[src/rtl/pmbc_defs.vh]
// Constants for the power mode and brownout control block.
// Assumes a 50 MHz sys_clk and a 32-bit classic Wishbone register bus.
`ifndef PMBC_DEFS_VH
`define PMBC_DEFS_VH

////////////////////////////////////////////////////////////////////////////////
`define PMBC_CLK_NS 20
`define PMBC_WAKE_NS 200
`define PMBC_WAKE_CYC ((`PMBC_WAKE_NS + `PMBC_CLK_NS - 1) / `PMBC_CLK_NS)
`define PMBC_REG_SETTLE_NS 2000
`define PMBC_REG_SETTLE_CYC ((`PMBC_REG_SETTLE_NS + `PMBC_CLK_NS - 1) / `PMBC_CLK_NS)

////////////////////////////////////////////////////////////////////////////////
// Byte addresses on the bus
`define PMBC_ADR_MODE 8'h00
`define PMBC_ADR_PERIPH 8'h04
`define PMBC_ADR_BROWNOUT_CONFIG_REG 8'h08
`define PMBC_ADR_RESET_SOURCE_REG 8'h0c
`define PMBC_ADR_REGCTL 8'h10
`define PMBC_ADR_STATUS 8'h14

////////////////////////////////////////////////////////////////////////////////
// Mode request codes
`define PMBC_REQ_NONE 2'h0
`define PMBC_REQ_IDLE 2'h1
`define PMBC_REQ_PD 2'h2
`define PMBC_REQ_TPD 2'h3

// Peripheral switch-off bits
`define PMBC_OFF_WDT 0
`define PMBC_OFF_CMP 1
`define PMBC_OFF_RTC 2

// Brownout config fields
`define PMBC_BOI_LVL_HI 2
`define PMBC_BOI_LVL_LO 0
`define PMBC_BOI_EN 3
`define PMBC_LVL_MAX 3'h5

// User configuration word field for the brownout reset level
`define PMBC_UCFG_BOR_HI 5
`define PMBC_UCFG_BOR_LO 3

// Reset source flags
`define PMBC_RS_POF 0
`define PMBC_RS_BOF 1
`define PMBC_RS_WDT 2
`define PMBC_RS_SW 3
`define PMBC_RS_EXT 4
`define PMBC_RS_BRK 5
`define PMBC_RS_POR_VAL 6'h03

// Regulator control fields
`define PMBC_RC_REGULATOR_LOW_CURRENT_SEL 0
`define PMBC_RC_DONE 1

`endif

[src/rtl/pmbc_bod_hyst.v]
// One brownout condition latch with separate falling and rising trip inputs.
// Assumes the monitor flags are synchronous to sys_clk.
`include "pmbc_defs.vh"

module pmbc_bod_hyst (
  input wire sys_clk,
  input wire reset,
  input wire enable,
  input wire below_fall,
  input wire above_rise,
  output reg cond_r
);

  reg cond_nxt;

  always @* begin
    cond_nxt = cond_r;
    if (!enable) begin
      cond_nxt = 1'b0;
    end else if (below_fall) begin
      cond_nxt = 1'b1;
    end else if (above_rise) begin
      cond_nxt = 1'b0;
    end
  end

  always @(posedge sys_clk or posedge reset) begin
    if (reset) begin
      cond_r <= 1'b0;
    end else begin
      cond_r <= cond_nxt;
    end
  end

endmodule // pmbc_bod_hyst

[src/rtl/pmbc_reg_switch.v]
// Regulator mode switch: reports when high-speed operation is settled.
// Assumes the low-current select comes from a register in sys_clk domain.
`include "pmbc_defs.vh"

module pmbc_reg_switch (
  input wire sys_clk,
  input wire reset,
  input wire low_current_sel,
  output reg switch_done_r
);

  localparam integer SETTLE_FULL = `PMBC_REG_SETTLE_CYC;
  localparam [7:0] SETTLE = SETTLE_FULL[7:0];

  reg [7:0] cnt_r;
  reg [7:0] cnt_nxt;
  reg switch_done_nxt;

  always @* begin
    cnt_nxt = cnt_r;
    switch_done_nxt = switch_done_r;
    if (low_current_sel) begin
      cnt_nxt = SETTLE;
      switch_done_nxt = 1'b0;
    end else if (cnt_r != 8'h00) begin
      cnt_nxt = cnt_r - 8'h01;
      switch_done_nxt = (cnt_r == 8'h01);
    end
  end

  // High-speed after power-on, so done starts set
  always @(posedge sys_clk or posedge reset) begin
    if (reset) begin
      cnt_r <= 8'h00;
      switch_done_r <= 1'b1;
    end else begin
      cnt_r <= cnt_nxt;
      switch_done_r <= switch_done_nxt;
    end
  end

endmodule // pmbc_reg_switch

[src/rtl/pmbc_top.v]
// Power mode sequencer, peripheral gating, brownout supervisor, reset flags.
// Assumes synchronous monitor and event inputs; reset is the power-on reset.
//
// What this block does
// - Idle, power-down and total power-down, each entered by software write.
// - Software can switch off each peripheral separately.
// - Regulators go to lowest setting automatically in any reduced mode.
// - Brownout gives reset request, interrupt request and flash inhibit.
// - All brownout functions inactive in power-down and total power-down.
// - Brownout reset and flash inhibit always on in normal and idle.
// - Brownout interrupt has its own software enable.
// - Reset and interrupt trip levels each have six settings.
// - Reset trip level from bits 5:3 of the user config word.
// - Interrupt trip level from a three-bit field in brownout config.
// - Flash inhibit uses one fixed level and blocks program and erase.
// - Condition sets below falling point, clears above rising point.
// - Power-on flag set at power-up, held until software clears it.
// - Idle halts the CPU and sets the regulators low; enabled interrupt or reset ends it.
// - Power-down stops main oscillator; reset or wake interrupt exits.
// - Watchdog, comparators, timer run in power-down unless switched off.
// - RC oscillator off in power-down unless system clock with timer on.
// - Total power-down turns off brownout, comparators and RC oscillator.
// - Software picks regulator mode in normal and idle.
// - Clearing low-current select starts switch; done flag rises when settled.
// - Power-on reset sets power-on and brownout flags, clears the rest.
`include "pmbc_defs.vh"

module pmbc_top (
  input wire sys_clk,
  input wire reset,
  input wire wb_cyc_i,
  input wire wb_stb_i,
  input wire wb_we_i,
  input wire [7:0] wb_adr_i,
  input wire [3:0] wb_sel_i,
  input wire [31:0] wb_dat_i,
  output reg [31:0] wb_dat_o,
  output wire wb_ack_o,
  input wire [7:0] user_config_word,
  input wire irq_pending,
  input wire wake_irq,
  input wire rc_is_sysclk,
  input wire wdt_rst_evt,
  input wire sw_rst_evt,
  input wire ext_rst_evt,
  input wire brk_rst_evt,
  input wire bor_below_fall,
  input wire bor_above_rise,
  input wire boi_below_fall,
  input wire boi_above_rise,
  input wire bof_below_fall,
  input wire bof_above_rise,
  output wire [2:0] brownout_reset_level_sel,
  output wire [2:0] brownout_irq_level_sel,
  output wire bor_mon_en,
  output wire boi_mon_en,
  output wire bof_mon_en,
  output wire bod_reset_req,
  output wire bod_irq,
  output wire flash_inhibit,
  output wire cpu_halt,
  output wire main_osc_en,
  output wire rc_osc_en,
  output wire wdt_en,
  output wire cmp_en,
  output wire rtc_en,
  output wire [4:0] periph_en,
  output wire reg_deep_low,
  output wire reg_low_current,
  output wire [4:0] power_state
);

  localparam [4:0] ST_RUN = 5'h01;
  localparam [4:0] ST_IDLE = 5'h02;
  localparam [4:0] ST_PD = 5'h04;
  localparam [4:0] ST_TPD = 5'h08;
  localparam [4:0] ST_WAKE = 5'h10;
  localparam integer WAKE_CYC_FULL = `PMBC_WAKE_CYC;
  localparam [3:0] WAKE_CYC = WAKE_CYC_FULL[3:0];

  // Clamp a three-bit level code onto the six usable settings
  function [2:0] lvl_clamp;
    input [2:0] code;
    begin
      lvl_clamp = (code > `PMBC_LVL_MAX) ? `PMBC_LVL_MAX : code;
    end
  endfunction
  function sel_hit;
    input [7:0] adr;
    input [7:0] target;
    begin
      sel_hit = (adr == target);
    end
  endfunction

  ////////////////////////////////////////////////////////////////////////////////
  // Bus slave: ack one cycle after the request, dropped the next cycle

  reg ack_r;
  wire bus_req;
  wire wr_stb;
  wire wr_lane;

  assign bus_req = wb_cyc_i & wb_stb_i;
  assign wb_ack_o = ack_r;
  assign wr_stb = ack_r & bus_req & wb_we_i;
  assign wr_lane = wr_stb & wb_sel_i[0];

  always @(posedge sys_clk or posedge reset) begin
    if (reset) begin
      ack_r <= 1'b0;
    end else begin
      ack_r <= bus_req & ~ack_r;
    end
  end

  ////////////////////////////////////////////////////////////////////////////////
  // Software registers

  reg [1:0] mode_req_r;
  reg [7:0] periph_off_r;
  reg [3:0] brownout_config_reg_r;
  reg [5:0] reset_source_reg_r;
  reg [5:0] reset_source_reg_nxt;
  reg regulator_low_current_sel_r;
  wire switch_done;
  reg [4:0] state_r;
  reg [4:0] state_nxt;

  wire wr_mode = wr_lane & sel_hit(wb_adr_i, `PMBC_ADR_MODE);
  wire wr_periph = wr_lane & sel_hit(wb_adr_i, `PMBC_ADR_PERIPH);
  wire wr_brownout_config_reg = wr_lane & sel_hit(wb_adr_i, `PMBC_ADR_BROWNOUT_CONFIG_REG);
  wire wr_reset_source_reg = wr_lane & sel_hit(wb_adr_i, `PMBC_ADR_RESET_SOURCE_REG);
  wire wr_regctl = wr_lane & sel_hit(wb_adr_i, `PMBC_ADR_REGCTL);

  // A mode request is latched at the completing edge and acted on later
  always @(posedge sys_clk or posedge reset) begin
    if (reset) begin
      mode_req_r <= `PMBC_REQ_NONE;
    end else if (wr_mode && state_r == ST_RUN) begin
      mode_req_r <= wb_dat_i[1:0];
    end else begin
      mode_req_r <= `PMBC_REQ_NONE;
    end
  end

  always @(posedge sys_clk or posedge reset) begin
    if (reset) begin
      periph_off_r <= 8'h00;
      brownout_config_reg_r <= 4'h0;
    end else begin
      if (wr_periph) begin
        periph_off_r <= wb_dat_i[7:0];
      end
      if (wr_brownout_config_reg) begin
        brownout_config_reg_r <= wb_dat_i[3:0];
      end
    end
  end

  // Regulator select only takes software writes in normal and idle
  always @(posedge sys_clk or posedge reset) begin
    if (reset) begin
      regulator_low_current_sel_r <= 1'b0;
    end else if (wr_regctl && (state_r == ST_RUN || state_r == ST_IDLE)) begin
      regulator_low_current_sel_r <= wb_dat_i[`PMBC_RC_REGULATOR_LOW_CURRENT_SEL];
    end
  end

  pmbc_reg_switch u_reg_switch (
    .sys_clk(sys_clk),
    .reset(reset),
    .low_current_sel(regulator_low_current_sel_r),
    .switch_done_r(switch_done)
  );

  ////////////////////////////////////////////////////////////////////////////////
  // Brownout supervisor

  wire bod_active;
  wire bor_cond;
  wire boi_cond;
  wire bof_cond;
  reg bor_req_d_r;

  // Off in both power-down modes, on otherwise
  assign bod_active = ~(state_r == ST_PD || state_r == ST_TPD);
  assign bor_mon_en = bod_active;
  assign bof_mon_en = bod_active;
  assign boi_mon_en = bod_active & brownout_config_reg_r[`PMBC_BOI_EN];
  assign brownout_reset_level_sel =
    lvl_clamp(user_config_word[`PMBC_UCFG_BOR_HI:`PMBC_UCFG_BOR_LO]);
  assign brownout_irq_level_sel =
    lvl_clamp(brownout_config_reg_r[`PMBC_BOI_LVL_HI:`PMBC_BOI_LVL_LO]);

  pmbc_bod_hyst u_bor (
    .sys_clk(sys_clk),
    .reset(reset),
    .enable(bor_mon_en),
    .below_fall(bor_below_fall),
    .above_rise(bor_above_rise),
    .cond_r(bor_cond)
  );

  pmbc_bod_hyst u_boi (
    .sys_clk(sys_clk),
    .reset(reset),
    .enable(boi_mon_en),
    .below_fall(boi_below_fall),
    .above_rise(boi_above_rise),
    .cond_r(boi_cond)
  );

  // Fixed level: no select output for this one
  pmbc_bod_hyst u_bof (
    .sys_clk(sys_clk),
    .reset(reset),
    .enable(bof_mon_en),
    .below_fall(bof_below_fall),
    .above_rise(bof_above_rise),
    .cond_r(bof_cond)
  );

  assign bod_reset_req = bor_cond;
  assign bod_irq = boi_cond;
  assign flash_inhibit = bof_cond;

  always @(posedge sys_clk or posedge reset) begin
    if (reset) begin
      bor_req_d_r <= 1'b0;
    end else begin
      bor_req_d_r <= bor_cond;
    end
  end

  ////////////////////////////////////////////////////////////////////////////////
  // Reset source flags: a new event beats a software clear

  always @* begin
    reset_source_reg_nxt = reset_source_reg_r;
    if (wr_reset_source_reg) begin
      reset_source_reg_nxt = reset_source_reg_r & wb_dat_i[5:0];
    end
    if (sw_rst_evt) begin
      reset_source_reg_nxt[`PMBC_RS_SW] = 1'b1;
    end
    if (ext_rst_evt) begin
      reset_source_reg_nxt[`PMBC_RS_EXT] = 1'b1;
    end
    if (brk_rst_evt) begin
      reset_source_reg_nxt[`PMBC_RS_BRK] = 1'b1;
    end
    if (bor_cond && !bor_req_d_r) begin
      reset_source_reg_nxt[`PMBC_RS_BOF] = 1'b1;
    end
    // Watchdog reset behaves like power-on for the flags
    if (wdt_rst_evt) begin
      reset_source_reg_nxt = `PMBC_RS_POR_VAL;
    end
  end

  always @(posedge sys_clk or posedge reset) begin
    if (reset) begin
      reset_source_reg_r <= `PMBC_RS_POR_VAL;
    end else begin
      reset_source_reg_r <= reset_source_reg_nxt;
    end
  end

  ////////////////////////////////////////////////////////////////////////////////
  // Power state sequencer

  reg [3:0] wake_cnt_r;
  reg [3:0] wake_cnt_nxt;
  wire any_rst_evt;

  assign any_rst_evt = wdt_rst_evt | sw_rst_evt | ext_rst_evt | brk_rst_evt | bor_cond;

  always @* begin
    state_nxt = state_r;
    wake_cnt_nxt = wake_cnt_r;
    case (state_r)
      ST_RUN: begin
        case (mode_req_r)
          `PMBC_REQ_IDLE: state_nxt = ST_IDLE;
          `PMBC_REQ_PD: state_nxt = ST_PD;
          `PMBC_REQ_TPD: state_nxt = ST_TPD;
          default: state_nxt = ST_RUN;
        endcase
      end
      ST_IDLE: begin
        if (irq_pending || any_rst_evt) begin
          state_nxt = ST_WAKE;
          wake_cnt_nxt = WAKE_CYC;
        end
      end
      ST_PD, ST_TPD: begin
        if (wake_irq || any_rst_evt) begin
          state_nxt = ST_WAKE;
          wake_cnt_nxt = WAKE_CYC;
        end
      end
      ST_WAKE: begin
        // Oscillator and regulator settle before the CPU fetches again
        if (wake_cnt_r == 4'h1) begin
          state_nxt = ST_RUN;
        end
        wake_cnt_nxt = wake_cnt_r - 4'h1;
      end
      default: begin
        state_nxt = ST_RUN;
        wake_cnt_nxt = 4'h0;
      end
    endcase
  end

  always @(posedge sys_clk or posedge reset) begin
    if (reset) begin
      state_r <= ST_RUN;
      wake_cnt_r <= 4'h0;
    end else begin
      state_r <= state_nxt;
      wake_cnt_r <= wake_cnt_nxt;
    end
  end

  ////////////////////////////////////////////////////////////////////////////////
  // Clock, analog and regulator controls

  wire in_pd = (state_r == ST_PD);
  wire in_tpd = (state_r == ST_TPD);
  wire in_run_idle = (state_r == ST_RUN) || (state_r == ST_IDLE);

  assign power_state = state_r;
  assign cpu_halt = (state_r != ST_RUN);
  assign main_osc_en = ~(in_pd | in_tpd);
  assign wdt_en = ~periph_off_r[`PMBC_OFF_WDT];
  assign rtc_en = ~periph_off_r[`PMBC_OFF_RTC];
  assign cmp_en = ~periph_off_r[`PMBC_OFF_CMP] & ~in_tpd;
  // Other peripherals lose their clock with the main oscillator anyway
  assign periph_en = ~periph_off_r[7:3] & {5{main_osc_en}};

  // Total power-down forces it off even with the timer on the RC clock
  assign rc_osc_en = main_osc_en | (in_pd & rc_is_sysclk & rtc_en);

  assign reg_deep_low = (state_r == ST_IDLE) | in_pd | in_tpd;
  assign reg_low_current = regulator_low_current_sel_r & in_run_idle;

  ////////////////////////////////////////////////////////////////////////////////
  // Read data, captured on the first cycle of a request

  reg [31:0] rd_nxt;

  always @* begin
    rd_nxt = 32'h0000_0000;
    case (wb_adr_i)
      `PMBC_ADR_MODE: rd_nxt[4:0] = state_r;
      `PMBC_ADR_PERIPH: rd_nxt[7:0] = periph_off_r;
      `PMBC_ADR_BROWNOUT_CONFIG_REG: rd_nxt[3:0] = brownout_config_reg_r;
      `PMBC_ADR_RESET_SOURCE_REG: rd_nxt[5:0] = reset_source_reg_r;
      `PMBC_ADR_REGCTL: rd_nxt[1:0] = {switch_done, regulator_low_current_sel_r};
      `PMBC_ADR_STATUS: rd_nxt[2:0] = {bof_cond, boi_cond, bor_cond};
      default: rd_nxt = 32'h0000_0000;
    endcase
  end

  always @(posedge sys_clk or posedge reset) begin
    if (reset) begin
      wb_dat_o <= 32'h0000_0000;
    end else if (bus_req && !ack_r) begin
      wb_dat_o <= rd_nxt;
    end
  end

endmodule // pmbc_top

[config.mk]
export PLATFORM = sky130hd
export DESIGN_NAME = pmbc_top
export DESIGN_NICKNAME = d
export VERILOG_FILES = /design/src/rtl/pmbc_bod_hyst.v /design/src/rtl/pmbc_reg_switch.v /design/src/rtl/pmbc_top.v
export VERILOG_INCLUDE_DIRS = /design/src /design/src/rtl
export SDC_FILE = /design/constraint.sdc
export NUM_CORES = 1
export LEC_CHECK = 0
export BUFFER_PORTS_ARGS = -buffer_cell sky130_fd_sc_hd__buf_2
export CORE_MARGIN = 2
export CORE_UTILIZATION = 35
export CTS_CLUSTER_SIZE = 8
export DETAILED_ROUTE_END_ITERATION = 16
export GPL_TIMING_DRIVEN = 0
export PLACE_DENSITY = 0.6
export SETUP_SLACK_MARGIN = 0.3
export SKIP_LAST_GASP = 1
export SLEW_MARGIN = 20
export SYNTH_ARGS = -nofsm -noshare
export SYNTH_HDL_FRONTEND = slang
export SYNTH_SLANG_ARGS = --single-unit
[constraint.sdc]
create_clock -name sys_clk -period 2.5 [get_ports sys_clk]
set_input_delay 0.5 -clock sys_clk [delete_from_list [all_inputs] [get_ports sys_clk]]
set_output_delay 0.5 -clock sys_clk [all_outputs]
set_load 0.01 [all_outputs]
## Yosys cells after proc, flatten, opt, wreduce, memory -nomap -nowiden

Cells that the tools add are included.
W data, S select, Z words.

| operators by class | value |
|---|---|
| bitwise logic cells | 34 |
| reductions and logical operators | 23 |
| eq/ne operators | 20 |
| add/subtract/negate cells | 2 |
| order comparisons | 2 |
| mux-type cells | 36 |

Operators with widths:

| operator | count |
|---|---|
| $pmux W5 S4 | 1 |
| $reduce_bool A3 Y1 | 6 |
| $eq A8 B4 Y1 const B | 2 |
| $eq A8 B5 Y1 const B | 2 |
| $mux W8 | 2 |
| $pmux W4 S4 | 1 |
| $and A1 B1 Y1 | 15 |
| $mux W1 | 15 |
| $mux W5 | 3 |
| $mux W6 | 2 |
| $pmux W2 S6 | 1 |
| $pmux W4 S3 | 1 |
| $eq A8 B1 Y1 const B | 1 |
| $eq A8 B3 Y1 const B | 1 |
| $logic_not A8 Y1 | 1 |
| $mux W4 | 2 |
| $not A1 Y1 | 8 |
| $or A1 B1 Y1 | 8 |
| $reduce_bool A8 Y1 | 1 |
| $sub A8 B1 Y8 const B | 1 |
| $and A6 B6 Y6 | 1 |
| $gt A3 B3 Y1 const B | 2 |
| $mux W3 | 2 |
| $ne A2 B2 Y1 const B | 3 |
| other kinds (24) | 35 |

| word-level totals | value |
|---|---|
| output and inout port bits | 63 |
| word-level logic and storage cells | 136 |
| input bits | 70 |
| register bits after elaboration | 52 |

## Longest topological paths before layout

Gate-level depths: netlist of run 1.

| logic depth | value |
|---|---|
| depth in word-level cells | 8 |
| gate-level depth with buffers | 7 |
| gate-level depth less buffers | 7 |

## Hierarchy

A second synthesis of run 1 with hierarchy kept.

| second synthesis, totals | value |
|---|---|
| cell total of the unflattened synthesis | 315 |
| area, all modules | 3,150.5 µm² |

Modules (own cells, without submodules):

| module | times used | area an instance (µm²) | cells an instance | sequential area each (µm²) |
|---|---|---|---|---|
| pmbc_top | 1 | 2,446.1 | 248 | 1,004.7 |
| pmbc_reg_switch | 1 | 554.3 | 55 | 226.5 |
| pmbc_bod_hyst | 3 | 50.0 | 4 | 25.0 |

## Worst setup path before layout of run 1

No wires, ideal clock.

| path | value |
|---|---|
| kind | in2reg |
| from | input port wb_adr_i[5] |
| to | register brownout_config_reg_r[0] |
| stages | 5 |
| setup slack | 0.500 ns |
| required time | 2.375 ns |
| buffers on the path | 1 |
| arrival time | 1.875 ns |
| setup time | 0.125 ns |
| cells stage by stage | or4_4 > nor3_4 > and3_1 > buf_2 > mux2_2 |

| between the ends | value |
|---|---|
| word-level cells in the longest chain between the ends | 2 |

Ends and longest elaborated chain:

| item | RTL line | source |
|---|---|---|
| from (decl) | pmbc_top.v:34 | `input wire [7:0] wb_adr_i,` |
| $eq A8 B4 Y1 | pmbc_top.v:92 | `sel_hit = (adr == target);` |
| $and A1 B1 Y1 | pmbc_top.v:132 | `` wire wr_brownout_config_reg = wr_lane & sel_hit(wb_adr_i, `PMBC_ADR_BROWNOUT_CONFIG_REG); `` |
| to (signal assigned) | pmbc_top.v:156 | `brownout_config_reg_r <= wb_dat_i[3:0];` |
| to (decl) | pmbc_top.v:122 | `reg [3:0] brownout_config_reg_r;` |

Every way passes these cells.
A chain may end at the register's enable or synchronous reset.

## Worst setup path in the final report of run 1

| path | value |
|---|---|
| from | register state_r[0], in the netlist power_state[0] |
| to | output port reg_deep_low |

| between the ends | value |
|---|---|
| word-level cells in the longest chain between the ends | 3 |
| elaborated cells between the ends (all ways) | 5 |
| those cells by class | eq/ne (3); bitwise (2) |

Ends and longest elaborated chain:

| item | RTL line | source |
|---|---|---|
| from (decl) | pmbc_top.v:127 | `reg [4:0] state_r;` |
| from (signal assigned) | pmbc_top.v:322 | `state_r <= state_nxt;` |
| $eq A5 B2 Y1 / $eq A5 B3 Y1 (equally long branches) | pmbc_top.v:346, pmbc_top.v:330 |  |
| $or A1 B1 Y1 | pmbc_top.v:346 | `assign reg_deep_low = (state_r == ST_IDLE) \| in_pd \| in_tpd;` |
| $or A1 B1 Y1 (*) | pmbc_top.v:346 |  |
| to (decl) | pmbc_top.v:68 | `output wire reg_deep_low,` |

Mark *: on every way between the ends. The rest lies on a longest branch, timed or not.

==> results.cfg, run 1 <==
[status]
status = completed

[cts]
clkLatencyLatePin_ns = 0.31
cts_buffers = 5
cts_max_path_buffers = 2
clk_pin_slew_worst_paths_ns = 0.09
cts_tree = yes
cts-root-buf = clkbuf_8
cts_max_level = 2
clock_sinks = 52

[floorplan]
die_w_um = 94.7
dieArea_um2 = 8960
start_util_pct = 35.6
core_area_um2 = 8090
std_cell_rows = 33
ioPinCount = 133
fp.dieH_um = 94.7

[logic_synthesis]
synth_cells = 287
yosys_warnings = 0
netlist_area_um2 = 2880
synth_top_flop_cell = dfrtp_1
ys_seq_elements = 52
synth_cell_types = 54
async_reset_ff_share_pct = 100
syn-mean-instance-area_um2 = 10.0
yosysSeqAreaShare_pct = 45.4
synth_edf_count = 0

[placed_design]
pre_cts_ws_ns = 0.0861
place_inst = 489
place_hpwl_um = 5100
place.gp.congestion = 0.798
io_buffers = 74

[run]
drv_cap = 0

[sta]
post-route-min-period_ns = 2.14
setup_viol_count_final = 0
slew_viol_final = 0
worst_slack_ns = 0.361
clock_skew_ns = 0.00558
fin_crit_sh_pct = 85.6
rsz0062_at_grt = true
hold_violations = 0
setup_tns_ns = 0
tightest_slew_ns = 0.638
fmax_mhz = 467
worst_slew_margin_rel_pct = 57.5

[worst_setup_path]
cp-end-kind = primary output
critPathLaunchType = flip-flop
cp_max_fo = 8
critical_path_class = flip-flop to primary output
ff2ff_setup_slack_ns = 0.68
cp_data_required_time_ns = 2.00
cp.arrival_ns = 1.64
r2r_end = u_reg_switch.cnt_r[7]
r2r_start = u_reg_switch.cnt_r[0]
ff2ff_path_depth = 7

[power]
max-vdd-ir-drop_mv = 0.307
p_leak_nw = 1.89
power.density_nw_per_um2 = 533

[global_routing]
grt_pass1_wl_um = 10300
busiest_layer = met2
globalRoute.totalOverflow = 0
grt_max_degree = 53
grt_use_met1_pct = 20.8
grt_pass1_vias = 2066
antenna_found_initial = 0
met2_usage_pct = 23.9
grt_usage_pct = 14.9
grtUsageMet3_pct = 2.23

[detailed_routing]
ant_nets = 0
drt_iter0_drc = 105
vias_per_cell = 4.69
wire_per_inst_um = 13.3
vias = 2380
drt_pre_antenna_iters = 4
routed_wl_um = 6740
drc = 0

[final_layout]
fill_cells = 780
drive_above_1_share_pct = 42.0
nets = 475
final_core_util_pct = 46.3
final_cells = 507
area_growth_pct = 30.2
diodes = 0

[min_path]
hp-class = input pin to async pin
-- flip-flops by register name (all words and copies together), names as in the netlist, 2 cells and up --
signal and cells:
periph_off_r 8, wb_dat_o 8, u_reg_switch.cnt_r 8, reset_source_reg_r 6, wake_cnt_r 4, mode_req_r 2
brownout_config_reg_r 4, power_state 5
-- routing by layer --
layer	share of wire, %	up-vias	wire length (um)
met5	0	-	0
met4	1.7	0	112
met3	5.6	9	377
met2	49	79	3300
met1	44	1120	2960
li1	-	1172	-
-- per-stage QoR --
| stage | cell area, um2 | total power [mW] | hold WS, ns |
|---|---|---|---|
| 6_report | 3750 | 2.00 | 0.271 |
| 5_1_grt | 3750 | 2.12 | 0.321 |
| 4_1_cts | 3680 | 2.01 | 0.310 |
| 3_5_place_dp | 3470 | 1.38 | 0.473 |
| 3_3_place_gp | 3470 | 1.37 | 0.461 |
| 2_1_floorplan | 2960 | 1.27 | 0.465 |
-- where the power goes --
group | total [mW] | internal [mW] | switching [mW]
logic | 0.368 | 0.170 | 0.198
clock network | 0.634 | 0.353 | 0.281
registers | 0.994 | 0.918 | 0.0757
-- timing repair --
| item | in CTS | in global routing |
|---|---|---|
| setup buffers | 6 | 4 |
| resized for setup | 12 | 11 |
| pin swaps | 1 | 2 |
| endpoints found under the setup margin | 12 | 8 |
| hold buffers | 0 | 0 |
-- worst max-delay path: stages (launching register included) --
cell	delay, ns
dfstp_2	0.61
nor3_4	0.07
nor2b_4	0.13
buf_8	0.14
a31oi_4	0.19
inv_1	0.05
buf_2	0.13
-- worst max-delay path by stage --
stage / endpoint / depth (start not counted) / slack [ns] / start
2_1_floorplan: brownout_config_reg_r[0] / 5 / 0.50 / wb_adr_i[5]
3_3_place_gp: periph_off_r[3] / 2 / 0.02 / reset
4_1_cts: reg_low_current / 6 / 0.30 / power_state[3]
5_1_grt: reg_low_current / 6 / 0.23 / power_state[2]
3_5_place_dp: bor_mon_en / 6 / 0.09 / power_state[1]
6_report: reg_deep_low / 6 / 0.36 / power_state[0]
-- cell usage in the layout, fill, tap and decap left out, types with 3 or more instances in the layout --
cell type / n
or4_1: 3
mux2i_1: 7
mux2_2: 14
ha_1: 4
dfrtp_2: 4
dfrtp_1: 44
nand3_1: 10
a32o_1: 3
nand2_1: 15
nor2_1: 28
conb_1: 24
inv_1: 18
clkbuf_8: 7
clkbuf_1: 6
buf_4: 37
mux4_2: 4
a211oi_1: 4
a21oi_1: 11
nor2b_1: 6
nor2_2: 3
o21ai_0: 14
buf_2: 77
nor3_1: 5
dfstp_2: 4
-- final cells by class --
cell class                      instances  area, um2  area share [%]
Multi-Input combinational cell        200       1390            37.1
Sequential cell                        52       1310            35.0
Timing Repair Buffer                   84        445            11.9
Buffer                                 38        260            6.95
Tap cell                              105        131            3.51
Clock buffer                            7       96.3            2.57
Inverter                               20       80.1            2.14
Clock inverter                          1       30.0           0.802
-- cell usage after synthesis (all sizes together), types with 2 or more instances --
master | count | area share, %
dfrtp | 48 | 42
nor2 | 31 | 4.1
buf | 30 | 7.5
inv | 20 | 2.6
nand2 | 15 | 2.0
mux2 | 14 | 5.5
o21ai | 14 | 2.4
a21oi | 12 | 2.1
nand3 | 11 | 2.3
clkbuf | 8 | 1.1
nor3 | 8 | 1.8
mux2i | 7 | 2.4
nor2b | 7 | 1.5
a211oi | 4 | 1.0
dfstp | 4 | 3.7
ha | 4 | 1.7
mux4 | 4 | 3.1
or4 | 4 | 1.2
a32o | 3 | 1.0
xnor2 | 3 | 0.91
a21o | 2 | 0.52
a31oi | 2 | 0.43
and2 | 2 | 0.43
and3 | 2 | 0.43
nand2b | 2 | 0.43
nand3b | 2 | 0.52
nor3b | 2 | 0.52
nor4 | 2 | 0.96
nor4b | 2 | 0.83
o21a | 2 | 0.78
o31ai | 2 | 0.52
or2 | 2 | 0.44
-- cell families (layout without fill, tap and decap cells) --
| family | Yosys count | after routing | share of synthesized area (%) |
|---|---|---|---|
| mux | 25 | 25 | 11.0 |
| flops | 52 | 52 | 45.4 |
| fa+ha+maj | 4 | 4 | 1.74 |
| other cells | 1 | 24 | 0.130 |
| simple gates | 96 | 96 | 18.7 |
| xor+xnor | 4 | 4 | 1.22 |
| compound gates | 47 | 47 | 10.7 |
| buf+inv | 58 | 150 | 11.2 |
(Power assumes the default switching activity.)
==> run 2, diff against run 1 <==
==> constraint.sdc (replaced) <==
create_clock -name sys_clk -period 2.15 [get_ports sys_clk]
set_input_delay 0.43 -clock sys_clk [delete_from_list [all_inputs] [get_ports sys_clk]]
set_output_delay 0.43 -clock sys_clk [all_outputs]
set_load 0.01 [all_outputs]
==> results.cfg, run 2 (synthesized netlist as in run 1, its figures left out) <==
[status]
status = completed

[floorplan]
ioPinCount = 133
dieArea_um2 = 8960
std_cell_rows = 33
core_area_um2 = 8090
die_w_um = 94.7
start_util_pct = 35.6
fp.dieH_um = 94.7

[power]
max-vdd-ir-drop_mv = 0.338
power.density_nw_per_um2 = 539
p_total_mw = 2.20
p_leak_nw = 2.04

[final_layout]
layout_commonest_cell = buf_2
area_growth_pct = 42.0
reg_top3 = periph_off_r (8), u_reg_switch.cnt_r (8), wb_dat_o (8)
diodes = 0
drive_above_1_share_pct = 48.3
final_cell_mix = buf_2 (69), buf_4 (50), dfrtp_1 (44)
nets = 497
final_design_area_no_fill_um2 = 4090
fill_cells = 770

[worst_setup_path]
cp_data_required_time_ns = 1.72
crit_slowest_cell = dfrtp_2
cp-end-kind = primary output
ff2ff_setup_slack_ns = 0.26
critical_path_class = flip-flop to primary output
max_stage_delay_ns = 0.47
cp_num_buf_inv = 3
r2r_end = wake_cnt_r[3]
path_delay_family = flip-flops
cp.arrival_ns = 1.63
crit_chain = xnor2_2, nor2b_4, buf_8, a31oi_4, inv_1, buf_2
r2r_start = power_state[2]
cp_max_fo = 7
critPathLaunchType = flip-flop
ff2ff_path_depth = 10

[cts]
cts_tree = yes
cts-root-buf = clkbuf_8
clock_sinks = 52
clk_pin_slew_worst_paths_ns = 0.09
cts_buffers = 5
cts_max_level = 2
cts_max_path_buffers = 2
postCtsHoldBufs = 0
clkLatencyLatePin_ns = 0.30

[detailed_routing]
vias_per_cell = 4.81
routed_wl_um = 7540
drt_iter0_drc = 107
vias = 2544
drc = 0
ant_nets = 0
wire_per_inst_um = 14.2
drt_pre_antenna_iters = 4

[sta]
worst_slew_margin_rel_pct = 60.2
clock_skew_ns = 0.00343
worst_slack_ns = 0.0944
tightest_slew_ns = 0.598
hold_violations = 0
slew_viol_final = 0
fmax_mhz = 486
setup_viol_count_final = 0
hold-worst-slack_ns = 0.147
post-route-min-period_ns = 2.06
fin_crit_sh_pct = 95.6
rsz0062_at_grt = true

[placed_design]
io_buffers = 74
pre_cts_ws_ns = -0.0230
place_hpwl_um = 5220
place.gp.congestion = 0.793
place_area_um2 = 3490

[global_routing]
grt_usage_pct = 16.2
globalRoute.totalOverflow = 0
antenna_found_initial = 0
grt_pass1_wl_um = 11200
grt_pass1_vias = 2217
grt_max_degree = 31

[min_path]
hp-class = input pin to async pin

[run]
drv_cap = 0
run 2: changes by cell type in the layout (fill, tap and decap cells not counted), moves of 4 or more:
cell,before,now
buf_6,0,16
buf_4,37,50
buf_2,77,69
mux2_2,14,9
mux2_4,0,5
a21oi_1,11,7
run 2: through the flow:
| step | instances | setup TNS, ns | util, % |
|---|---|---|---|
| after floorplan | 310 | 0 | - |
| after global placement | 489 | -10.88 | 42.8 |
| after detailed placement | 490 | -0.0664 | 43.1 |
| after CTS | 517 | 0 | 46.9 |
| after global routing | 529 | 0 | 50.5 |
| final | 529 | 0 | 50.5 |
run 2: per-layer routing:
layer	global-route usage (%)	wire (um)	up-vias
met3	2.47	413	20
met2	26.2	3750	91
met4	6.28	232	0
met5	0	0	-
met1	22.0	3140	1220
li1	-	-	1213
run 2: cell type report:
cell class / count / area, um2 / share of cell area, %
multi-input cells: 200 / 1500 / 36.7
flip-flops and latches: 52 / 1310 / 32.1
clock buffers: 8 / 90.1 / 2.20
inverters: 20 / 87.6 / 2.14
well taps: 105 / 131 / 3.21
repair buffers: 106 / 686 / 16.8
plain buffers: 38 / 279 / 6.83
run 2: repair_timing:
item                       CTS  global route
pin swaps                    3            11
setup endpoints to repair   16            24
gates cloned                 0             0
resized for setup           22            50
buffers inserted            19            12
run 2: power breakdown:
group / total (mW) / internal (mW) / leakage (nW) / switching (mW)
clock network: 0.572 / 0.263 / 0.0455 / 0.309
logic: 0.476 / 0.223 / 1.32 / 0.253
registers: 1.16 / 1.07 / 0.676 / 0.0872
run 2: worst max path at each step:
| stage | startpoint | endpoint | slack [ns] | cells past startpoint |
|---|---|---|---|---|
| finish | power_state[2] | reg_deep_low | 0.09 | 6 |
| global route | power_state[2] | periph_en[2] | 0.008 | 6 |
| CTS | power_state[0] | periph_en[0] | 0.1 | 6 |
| detailed placement | wb_adr_i[5] | brownout_config_reg_r[3] | -0.02 | 6 |
| global placement | reset | u_boi.cond_r | -0.23 | 2 |
| floorplan | wb_adr_i[5] | brownout_config_reg_r[0] | 0.22 | 5 |
run 2: worst reg2reg max path: cells and delay by family, from the launching register on:
family	cells	cell delay, ns
buffers and inverters	5	0.55
AOI/OAI and AO/OA	3	0.51
DFF	1	0.46
and+or+nand+nor	2	0.27
